**config.mk**
```make
export PLATFORM = sky130hd
export DESIGN_NAME = tsp_serial_port
export DESIGN_NICKNAME = d
export VERILOG_FILES = /design/src/inc/tsp_pkg.sv /design/src/tsp_serial_port.sv
export SDC_FILE = /design/constraint.sdc
export NUM_CORES = 1
export LEC_CHECK = 0
export BUFFER_PORTS_ARGS = -buffer_cell sky130_fd_sc_hd__buf_2
export CORE_UTILIZATION = 50
export CTS_BUF_LIST = sky130_fd_sc_hd__clkbuf_8
export DETAILED_ROUTE_END_ITERATION = 8
export GPL_TIMING_DRIVEN = 0
export PLACE_DENSITY_LB_ADDON = 0.3
export REMOVE_ABC_BUFFERS = 1
export SLEW_MARGIN = 20
export SYNTH_ARGS = -nofsm -noshare
export SYNTH_HDL_FRONTEND = slang
export SYNTH_SLANG_ARGS = --single-unit
```
**constraint.sdc**
```tcl
create_clock -name clk -period 3.9 [get_ports clk]
set_input_delay 0.78 -clock clk [delete_from_list [all_inputs] [get_ports clk]]
set_output_delay 0.78 -clock clk [all_outputs]
set_load 0.03 [all_outputs]
```
**src/inc/tsp_pkg.sv**
```systemverilog
// Shared constants and types for the touch converter serial port.
package tsp_pkg;
   localparam int unsigned CTRL_BITS       = 8;
   localparam int unsigned RESULT_BITS     = 12;
   localparam int unsigned START_BIT_POS   = 7;
   localparam int unsigned REF_MODE_POS    = 2;
   localparam int unsigned PD_POS_LO       = 0;
   localparam logic [3:0]  ACQ_FIRST_FALL  = 4'h5;
   localparam logic [3:0]  ACQ_LAST_FALL   = 4'h8;
   localparam int unsigned SYNC_STAGES     = 2;
   localparam logic [11:0] RESULT_RESET    = 12'h000;

   typedef enum logic [1:0] {
      TSP_IDLE,
      TSP_CMD,
      TSP_BUSY,
      TSP_SHIFT
   } tsp_state_t;
endpackage : tsp_pkg

```
**src/tsp_serial_port.sv**
```systemverilog
// Serial host port of the touch converter: command capture, busy pulse and result shift.
// Notes on behaviour
// Serial input is sampled on each rising serial clock edge.
// Input bits are taken only while chip select is low.
// Serial output changes only on falling serial clock edges.
// Output and busy are released (enable low) while chip select is high.
// Busy is high for one serial clock period before the first result bit.
// The serial clock alone paces shifting and conversion.
// Conversion lasts a fixed count of serial clock periods.
// The host keeps the serial clock duty between forty and sixty percent.
// Acquisition runs from the fifth to the eighth falling serial clock edge.
// Reference mode bit one selects single-ended, zero differential.
// Pen interrupt is pulled low while touched and enabled; this port has no enable and pulls it low whenever touched.
// The result leaves most significant bit first, one bit per clock.
`timescale 1ns/1ns
module tsp_serial_port #(
   parameter int unsigned RESULT_W = tsp_pkg::RESULT_BITS
) (
   input  wire logic                clk,
   input  wire logic                sys_rst,
   input  wire logic                serial_clock,
   input  wire logic                cs_n,
   input  wire logic                din,
   output logic                     dout_o,
   output logic                     dout_oe,
   output logic                     busy_o,
   output logic                     busy_oe,
   output logic                     pen_touch_irq_n_o,
   output logic                     pen_touch_irq_n_oe,
   input  wire logic                pen_touched,
   input  wire logic [RESULT_W-1:0] sample_data,
   input  wire logic                sample_valid,
   output logic                     sample_ready,
   output logic                     acquire_o,
   output logic                     ref_mode_select,
   output logic                     cmd_valid_o,
   output logic [tsp_pkg::CTRL_BITS-1:0] cmd_word_o
);
   logic [2:0] sclk_q;
   logic [1:0] csn_q;
   logic [1:0] din_q;
   logic [1:0] pen_q;
   logic       rise;
   logic       fall;
   logic       sel;
   tsp_pkg::tsp_state_t   state_q;
   logic [3:0]            fall_cnt_q;
   logic [3:0]            bit_cnt_q;
   logic [tsp_pkg::CTRL_BITS-1:0] shreg_q;
   logic [RESULT_W-1:0]   out_q;
   // Two-entry buffer holding conversion results until the shifter needs them.
   logic [RESULT_W-1:0]   buf_q [2];
   logic [1:0]            cnt_q;
   logic                  wr_ptr_q;
   logic                  rd_ptr_q;
   logic                  pop;

   // Serial clock and pins are synchronised; pins are decoded at the second stage, the serial clock from its second and third.
   always_ff @(posedge clk) begin
      if (sys_rst) begin
         sclk_q <= 3'h0;
         csn_q  <= 2'h3;
         din_q  <= 2'h0;
         pen_q  <= 2'h0;
      end else begin
         sclk_q <= {sclk_q[1:0], serial_clock};
         csn_q  <= {csn_q[0], cs_n};
         din_q  <= {din_q[0], din};
         pen_q  <= {pen_q[0], pen_touched};
      end
   end
   assign rise = sclk_q[1] & ~sclk_q[2];
   assign fall = ~sclk_q[1] & sclk_q[2];
   assign sel  = ~csn_q[1];

   assign sample_ready = (cnt_q != 2'h2);
   assign pop = fall && state_q == tsp_pkg::TSP_BUSY && cnt_q != 2'h0;

   always_ff @(posedge clk) begin
      if (sys_rst) begin
         cnt_q    <= 2'h0;
         wr_ptr_q <= 1'b0;
         rd_ptr_q <= 1'b0;
         buf_q[0] <= tsp_pkg::RESULT_RESET;
         buf_q[1] <= tsp_pkg::RESULT_RESET;
      end else begin
         if (sample_valid && sample_ready) begin
            buf_q[wr_ptr_q] <= sample_data;
            wr_ptr_q        <= ~wr_ptr_q;
         end
         if (pop) begin
            rd_ptr_q <= ~rd_ptr_q;
         end
         cnt_q <= cnt_q + 2'((sample_valid && sample_ready) ? 1 : 0) - 2'(pop ? 1 : 0);
      end
   end

   // Control word capture on rising edges; a set start bit begins a frame.
   always_ff @(posedge clk) begin
      if (sys_rst || !sel) begin
         shreg_q     <= '0;
         cmd_valid_o <= 1'b0;
      end else begin
         cmd_valid_o <= 1'b0;
         if (rise && state_q == tsp_pkg::TSP_IDLE && din_q[1]) begin
            shreg_q <= {{(tsp_pkg::CTRL_BITS-1){1'b0}}, 1'b1};
         end else if (rise && state_q == tsp_pkg::TSP_CMD) begin
            shreg_q <= {shreg_q[tsp_pkg::CTRL_BITS-2:0], din_q[1]};
            if (shreg_q[tsp_pkg::CTRL_BITS-2]) begin
               cmd_valid_o <= 1'b1;
            end
         end
      end
   end

   always_ff @(posedge clk) begin
      if (sys_rst) begin
         cmd_word_o      <= '0;
         ref_mode_select <= 1'b0;
      end else if (cmd_valid_o) begin
         cmd_word_o      <= shreg_q;
         ref_mode_select <= shreg_q[tsp_pkg::REF_MODE_POS];
      end
   end

   // Frame sequencer: falls are counted from the start bit until the busy period ends.
   always_ff @(posedge clk) begin
      if (sys_rst || !sel) begin
         state_q    <= tsp_pkg::TSP_IDLE;
         fall_cnt_q <= 4'h0;
         bit_cnt_q  <= 4'h0;
      end else begin
         case (state_q)
            tsp_pkg::TSP_IDLE: begin
               fall_cnt_q <= 4'h0;
               if (rise && din_q[1]) begin
                  state_q <= tsp_pkg::TSP_CMD;
               end
            end
            tsp_pkg::TSP_CMD: begin
               if (fall) begin
                  fall_cnt_q <= fall_cnt_q + 4'h1;
                  // Busy waits for the eighth fall so the eighth rise still lands a command bit.
                  if (fall_cnt_q + 4'h1 == tsp_pkg::ACQ_LAST_FALL) begin
                     state_q <= tsp_pkg::TSP_BUSY;
                  end
               end
            end
            tsp_pkg::TSP_BUSY: begin
               if (fall) begin
                  fall_cnt_q <= fall_cnt_q + 4'h1;
                  state_q    <= tsp_pkg::TSP_SHIFT;
                  bit_cnt_q  <= 4'(RESULT_W - 1);
               end
            end
            tsp_pkg::TSP_SHIFT: begin
               if (fall) begin
                  if (bit_cnt_q == 4'h0) begin
                     state_q <= tsp_pkg::TSP_IDLE;
                  end else begin
                     bit_cnt_q <= bit_cnt_q - 4'h1;
                  end
               end
            end
            default: state_q <= tsp_pkg::TSP_IDLE;
         endcase
      end
   end

   // Result is latched when busy ends, then shifted MSB first on falls.
   always_ff @(posedge clk) begin
      if (sys_rst) begin
         out_q <= tsp_pkg::RESULT_RESET;
      end else if (pop) begin
         out_q <= buf_q[rd_ptr_q];
      end else if (fall && state_q == tsp_pkg::TSP_BUSY) begin
         // An empty buffer must not replay bits left by a frame cut short.
         out_q <= tsp_pkg::RESULT_RESET;
      end else if (fall && state_q == tsp_pkg::TSP_SHIFT) begin
         out_q <= {out_q[RESULT_W-2:0], 1'b0};
      end
   end

   always_ff @(posedge clk) begin
      if (sys_rst) begin
         dout_o  <= 1'b0;
         dout_oe <= 1'b0;
         busy_o  <= 1'b0;
         busy_oe <= 1'b0;
      end else begin
         dout_oe <= sel;
         busy_oe <= sel;
         if (!sel) begin
            dout_o <= 1'b0;
            busy_o <= 1'b0;
         end else if (fall) begin
            busy_o <= (state_q == tsp_pkg::TSP_CMD) &&
                      (fall_cnt_q + 4'h1 == tsp_pkg::ACQ_LAST_FALL);
            if (pop) begin
               dout_o <= buf_q[rd_ptr_q][RESULT_W-1];
            end else if (state_q == tsp_pkg::TSP_SHIFT && bit_cnt_q != 4'h0) begin
               dout_o <= out_q[RESULT_W-2];
            end else begin
               dout_o <= 1'b0;
            end
         end
      end
   end

   // Acquisition window spans the fifth to the eighth falling edge.
   always_ff @(posedge clk) begin
      if (sys_rst || !sel) begin
         acquire_o <= 1'b0;
      end else if (fall) begin
         if (fall_cnt_q + 4'h1 == tsp_pkg::ACQ_FIRST_FALL) begin
            acquire_o <= 1'b1;
         end else if (fall_cnt_q + 4'h1 == tsp_pkg::ACQ_LAST_FALL) begin
            acquire_o <= 1'b0;
         end
      end
   end

   // Open-drain pen output: drive low while touched, release otherwise.
   always_ff @(posedge clk) begin
      if (sys_rst) begin
         pen_touch_irq_n_o  <= 1'b0;
         pen_touch_irq_n_oe <= 1'b0;
      end else begin
         pen_touch_irq_n_o  <= 1'b0;
         pen_touch_irq_n_oe <= pen_q[1];
      end
   end
endmodule : tsp_serial_port

```
### After elaboration in Yosys (flattened, before gate mapping)

Memory sizes are Yosys's and may differ from the RTL's. A register that Yosys moved wholly into a read port is not among the register bits.
Cells that the tools add are included.

* memories kept: 1
* RAM bits: 24
* bits in registers: 57
* word-level logic and storage cells: 112

Memory list
* buf_q: words 2, bits a word 12, rd ports 1, clocked after Yosys merged registers in 1, wr ports 2, RTL line tsp_serial_port.sv:52 `logic [RESULT_W-1:0] buf_q [2];`

* bitwise gates (word level): 8
* equal/unequal tests: 14
* add/sub/neg operators: 4
* multiplexer cells: 35
* reductions and logical operators: 29

Operators by type and width (count)
* $mux W11: 3
* $mux W1: 18
* $mux W4: 4
* $pmux W4 S2: 2
* $mux W12: 1
* $mux W2: 6
* $ne A2 B2 Y1 const B: 6
* $reduce_or A12 Y1: 1
* $logic_and A1 B1 Y1: 10
* $reduce_bool A2 Y1: 5
* $pmux W2 S4: 1
* $ne A2 B1 Y1 const B: 3
* $not A1 Y1: 6
* $reduce_and A6 Y1: 1
* $reduce_or A2 Y1: 3
* $add A4 B1 Y4 const B: 1
* $eq A2 B2 Y1 const B: 2
* $eq A4 B3 Y1 const B: 1
* $eq A4 B4 Y1 const B: 1
* $logic_not A4 Y1: 1
* $reduce_and A2 Y1: 2
* $reduce_and A4 Y1: 1
* $reduce_bool A4 Y1: 1
* $sub A4 B1 Y4 const B: 1
* other kinds (8): 9

### Depth between registers and ports, before layout

* word-level depth: 7
* depth in mapped cells: 11
* mapped depth without buffers: 10

### Least setup slack after synthesis

Ideal clock, no wire load.

* path kind: in2reg
* start point: in sys_rst
* end point: mem buf_q[0][0] (netlist bit) (enable)
* data arrival time: 1.704 ns
* path slack: 1.813 ns
* buffers on the path: 2
* stages: 3
* library setup time: 0.383 ns
* path through: clkbuf_1 > clkbuf_1 > o21bai_1

RTL lines
* start, declared: RTL line tsp_serial_port.sv:20 `input wire logic sys_rst,`
* end, declared: RTL line tsp_serial_port.sv:52

### Final worst setup path

* start point: reg state_q[0]
* end point: reg cnt_q[1]

* word-level cells in the longest chain between the ends: 5

Ends and longest elaborated chain
* start, declared: RTL line tsp_serial_port.sv:46 `tsp_pkg::tsp_state_t state_q;`
* start signal, assigned: RTL line tsp_serial_port.sv:129 `state_q <= tsp_pkg::TSP_IDLE;`
* start signal, assigned: RTL line tsp_serial_port.sv:137 `state_q <= tsp_pkg::TSP_CMD;`
* start signal, assigned: RTL line tsp_serial_port.sv:145 `state_q <= tsp_pkg::TSP_BUSY;`
* $eq A2 B2 Y1: RTL line tsp_serial_port.sv:77 `assign pop = fall && state_q == tsp_pkg::TSP_BUSY && cnt_q != 2'h0;`
* $logic_and A1 B1 Y1 (2 in a row): RTL line tsp_serial_port.sv:77
* $mux W1: RTL line tsp_serial_port.sv:94 `cnt_q <= cnt_q + 2'((sample_valid && sample_ready) ? 1 : 0) - 2'(pop ? 1 : 0);`
* $sub A2 B1 Y2: RTL line tsp_serial_port.sv:94
* end signal, assigned: RTL line tsp_serial_port.sv:94
* end, declared: RTL line tsp_serial_port.sv:53 `logic [1:0] cnt_q;`

Every way passes these cells.
A chain may end at the register's enable or synchronous reset.

==> results.md <==
* Worst reg-to-reg setup slack at 1.09 ns
* I/O Pins at 37
* # clock sinks at 81
* Cts bufs inserted at 9
* RSZ-0062 raised after global routing: no
* Routed wire length per instance at 13.3 um
* Vias at 2308
* Detail-routed via count per cell at 5.29
* Skew-Pair Late Insertion Delay at 0.35 ns
* Tcrit/Tclk final at 0.720
* Full die area at 7210 um2
* DRT Wirelength at 5.80 mm
* Relative slew slack at 0.521
* Starting DRT DRC Count at 110
* Reg clk slew, reported paths at 0.09 ns
* Design Power at 0.00175 W
* Final core occ at 0.598
* Worst hold margin at 0.421 ns
* Htree depth at 3
* Synth async-reset ratio at 0
* Cts repair resizes at 0
* Global Route Usage Sum at 0.174
* Crit Path Class: register to register
* Final HPWL DP at 3.75 mm
* Number of global-route vias before repair at 2227
* Setup TNS at 0 ns
* First-pass GRT wire length at 9.72 mm
* Worst Tran Pin Value at 0.718 ns
* CTS tree: built
* Dpl cell area at 3620 um2
* Core ar. at 6490 um2
* EDFF count, synth at 24
* Synthesis-to-finish area growth at 13.0%
* Final setup violating endpoints at 0
* Maxcap violations at 0
* Post-synthesis sequential area ratio at 0.541
* Pleak at 1.44 nW
* Rows at 29
* Post-route cell area at 3880 um2
* Fmax at 0.356 GHz
* Hold Crit Class: register to register
* Reg2reg path depth at 10
* WP data required at 4.12 ns
* Fin crit period at 2.81 ns
* Fin. Hold Viols at 0
* Cell Area, Synth at 3440 um2
* R2R Path Start: state_q[0]
* Synth Area per Inst at 10.5 um2
* Final ANT Viol Nets at 0
* Distinct cells, synth at 42
* Initial antenna violation count at 0
* Remaining Overflow, GRT at 0
* RR Endpoint: cnt_q[1]
* Commonest non-fill, non-tap cell in the layout: dfxtp_1
* Initial Util at 0.530
* Die height at 84.9 um
* Worst VDD drop at 0.275 mV
* Synth Register Bits at 81
* Failing checks: DRC
* Crit path to: cnt_q[1]
* Status: complete, but fails checks
* Layout cells sized above 1 at 0.217
* Critical path capture point type: register
* DR pass1 iterations at 6
* Drc violations at 3
* Crit path DAT at 3.03 ns
* Final Skew at 0.00452 ns
* GP Congestion at 0.748
* Cts hold-fix bufs at 0
* Most frequent cells in the layout: dfxtp_1 (57), nor2_1 (35), buf_2 (35)
* Pwr/cell area at 450 nW/um2
* Synth warn at 0
* Setup Fix Bufs, Post-CTS at 0
* Worst Setup Start Kind: register
* Worst setup startpoint: state_q[0]
* Cell count after synthesis at 327
* Largest net degree at the start of global routing at 40
* Die X at 84.9 um
* Final #Nets at 383
* Crit Path Max Fanout at 14
* Slew Limit Fails at 0
* Diodes inserted at 0
* CTS Root Cell: clkbuf_8
* Top FF cell, synth: dfxtp_1
* Buffers on Ports at 35
* Clock Path Buffers at 2
[critical path: stages, from the launching register on]
cell      delay [ns]
dfxtp_1         0.35
inv_1           0.11
ha_1            0.22
nand3b_1        0.41
nor2_2          0.68
ha_1            0.34
inv_1           0.06
ha_1            0.15
xor2_1          0.17
xnor2_1         0.13
nor2_1          0.05
[cells by family (layout without fill, tap and decap cells)]
family / Yosys count / after routing / synth area share
and+or+nand+nor: 123 / 123 / 0.184
DFF: 81 / 81 / 0.541
AOI/OAI and AO/OA: 51 / 51 / 0.104
buffers and inverters: 30 / 62 / 0.0386
muxes: 24 / 24 / 0.0742
adders and majority gates: 10 / 10 / 0.0364
xor gates and xnor gates: 7 / 7 / 0.0200
other: 1 / 1 / 0.00109
[state kept, by name, indices dropped and copies added, names as in the netlist, 2 cells and up, named ones only]
register,count
bit_cnt_q,4
buf_q,24
cmd_word_o,8
cnt_q,2
csn_q,2
din_q,2
fall_cnt_q,4
out_q,11
pen_q,2
sclk_q,3
shreg_q,8
state_q,2
[area by class of cell]
type                    count  area, um2
repair buffers             35        175
well taps                  77       96.3
clock inverters             7        125
clock buffers               9        124
multi-input cells         216       1460
flip-flops and latches     81       1860
fillers                   552       2610
inverters                  11       41.3
[per-stage QoR]
step                      cells  worst slack, ns
after global routing        436            0.955
after global placement      420            0.930
after detailed placement    420            0.795
after CTS                   436             1.09
final                       436             1.09
after floorplan             308             1.64
[metal layers]
layer / vias up / global-route usage / share of wire
li1: 1182 / - / -
met2: 52 / 0.292 / 0.48
met5: - / 0 / 0
met4: 0 / 0.0693 / 0.016
met1: 1065 / 0.208 / 0.48
met3: 9 / 0.0535 / 0.031
[Yosys cell counts (10+ instances only)]
master    number  area, um2
nor2b_1       11       68.8
a22oi_1       10       75.1
nand2_1       26       97.6
dfxtp_1       57       1140
a21oi_1       13       65.1
a211oi_1      14        105
mux2_2        12        135
mux2i_1       12        120
edfxtp_1      24        721
and2_1        25        156
ha_1          10        125
inv_1         11       41.3
nor2_1        36        135
clkbuf_1      10       37.5
[where the power goes]
group	internal [W]	total, W	switching, W	leakage (nW)
clock network	0.000433	0.000757	0.000324	0.126
logic	0.0000348	0.0000810	0.0000462	0.598
registers	0.000899	0.000910	0.0000107	0.716
[worst min-delay path by stage]
| stage | cells after the start | to | slack [ns] | start |
|---|---|---|---|---|
| floorplan | 1 | csn_q[1] | 0.39 | csn_q[0] |
| global placement | 1 | csn_q[1] | 0.41 | csn_q[0] |
| detailed placement | 1 | csn_q[1] | 0.41 | csn_q[0] |
| CTS | 1 | csn_q[1] | 0.43 | csn_q[0] |
| global route | 1 | sclk_q[1] | 0.46 | sclk_q[0] |
| finish | 1 | csn_q[1] | 0.42 | csn_q[0] |
Power figures use the tool's default switching activity.
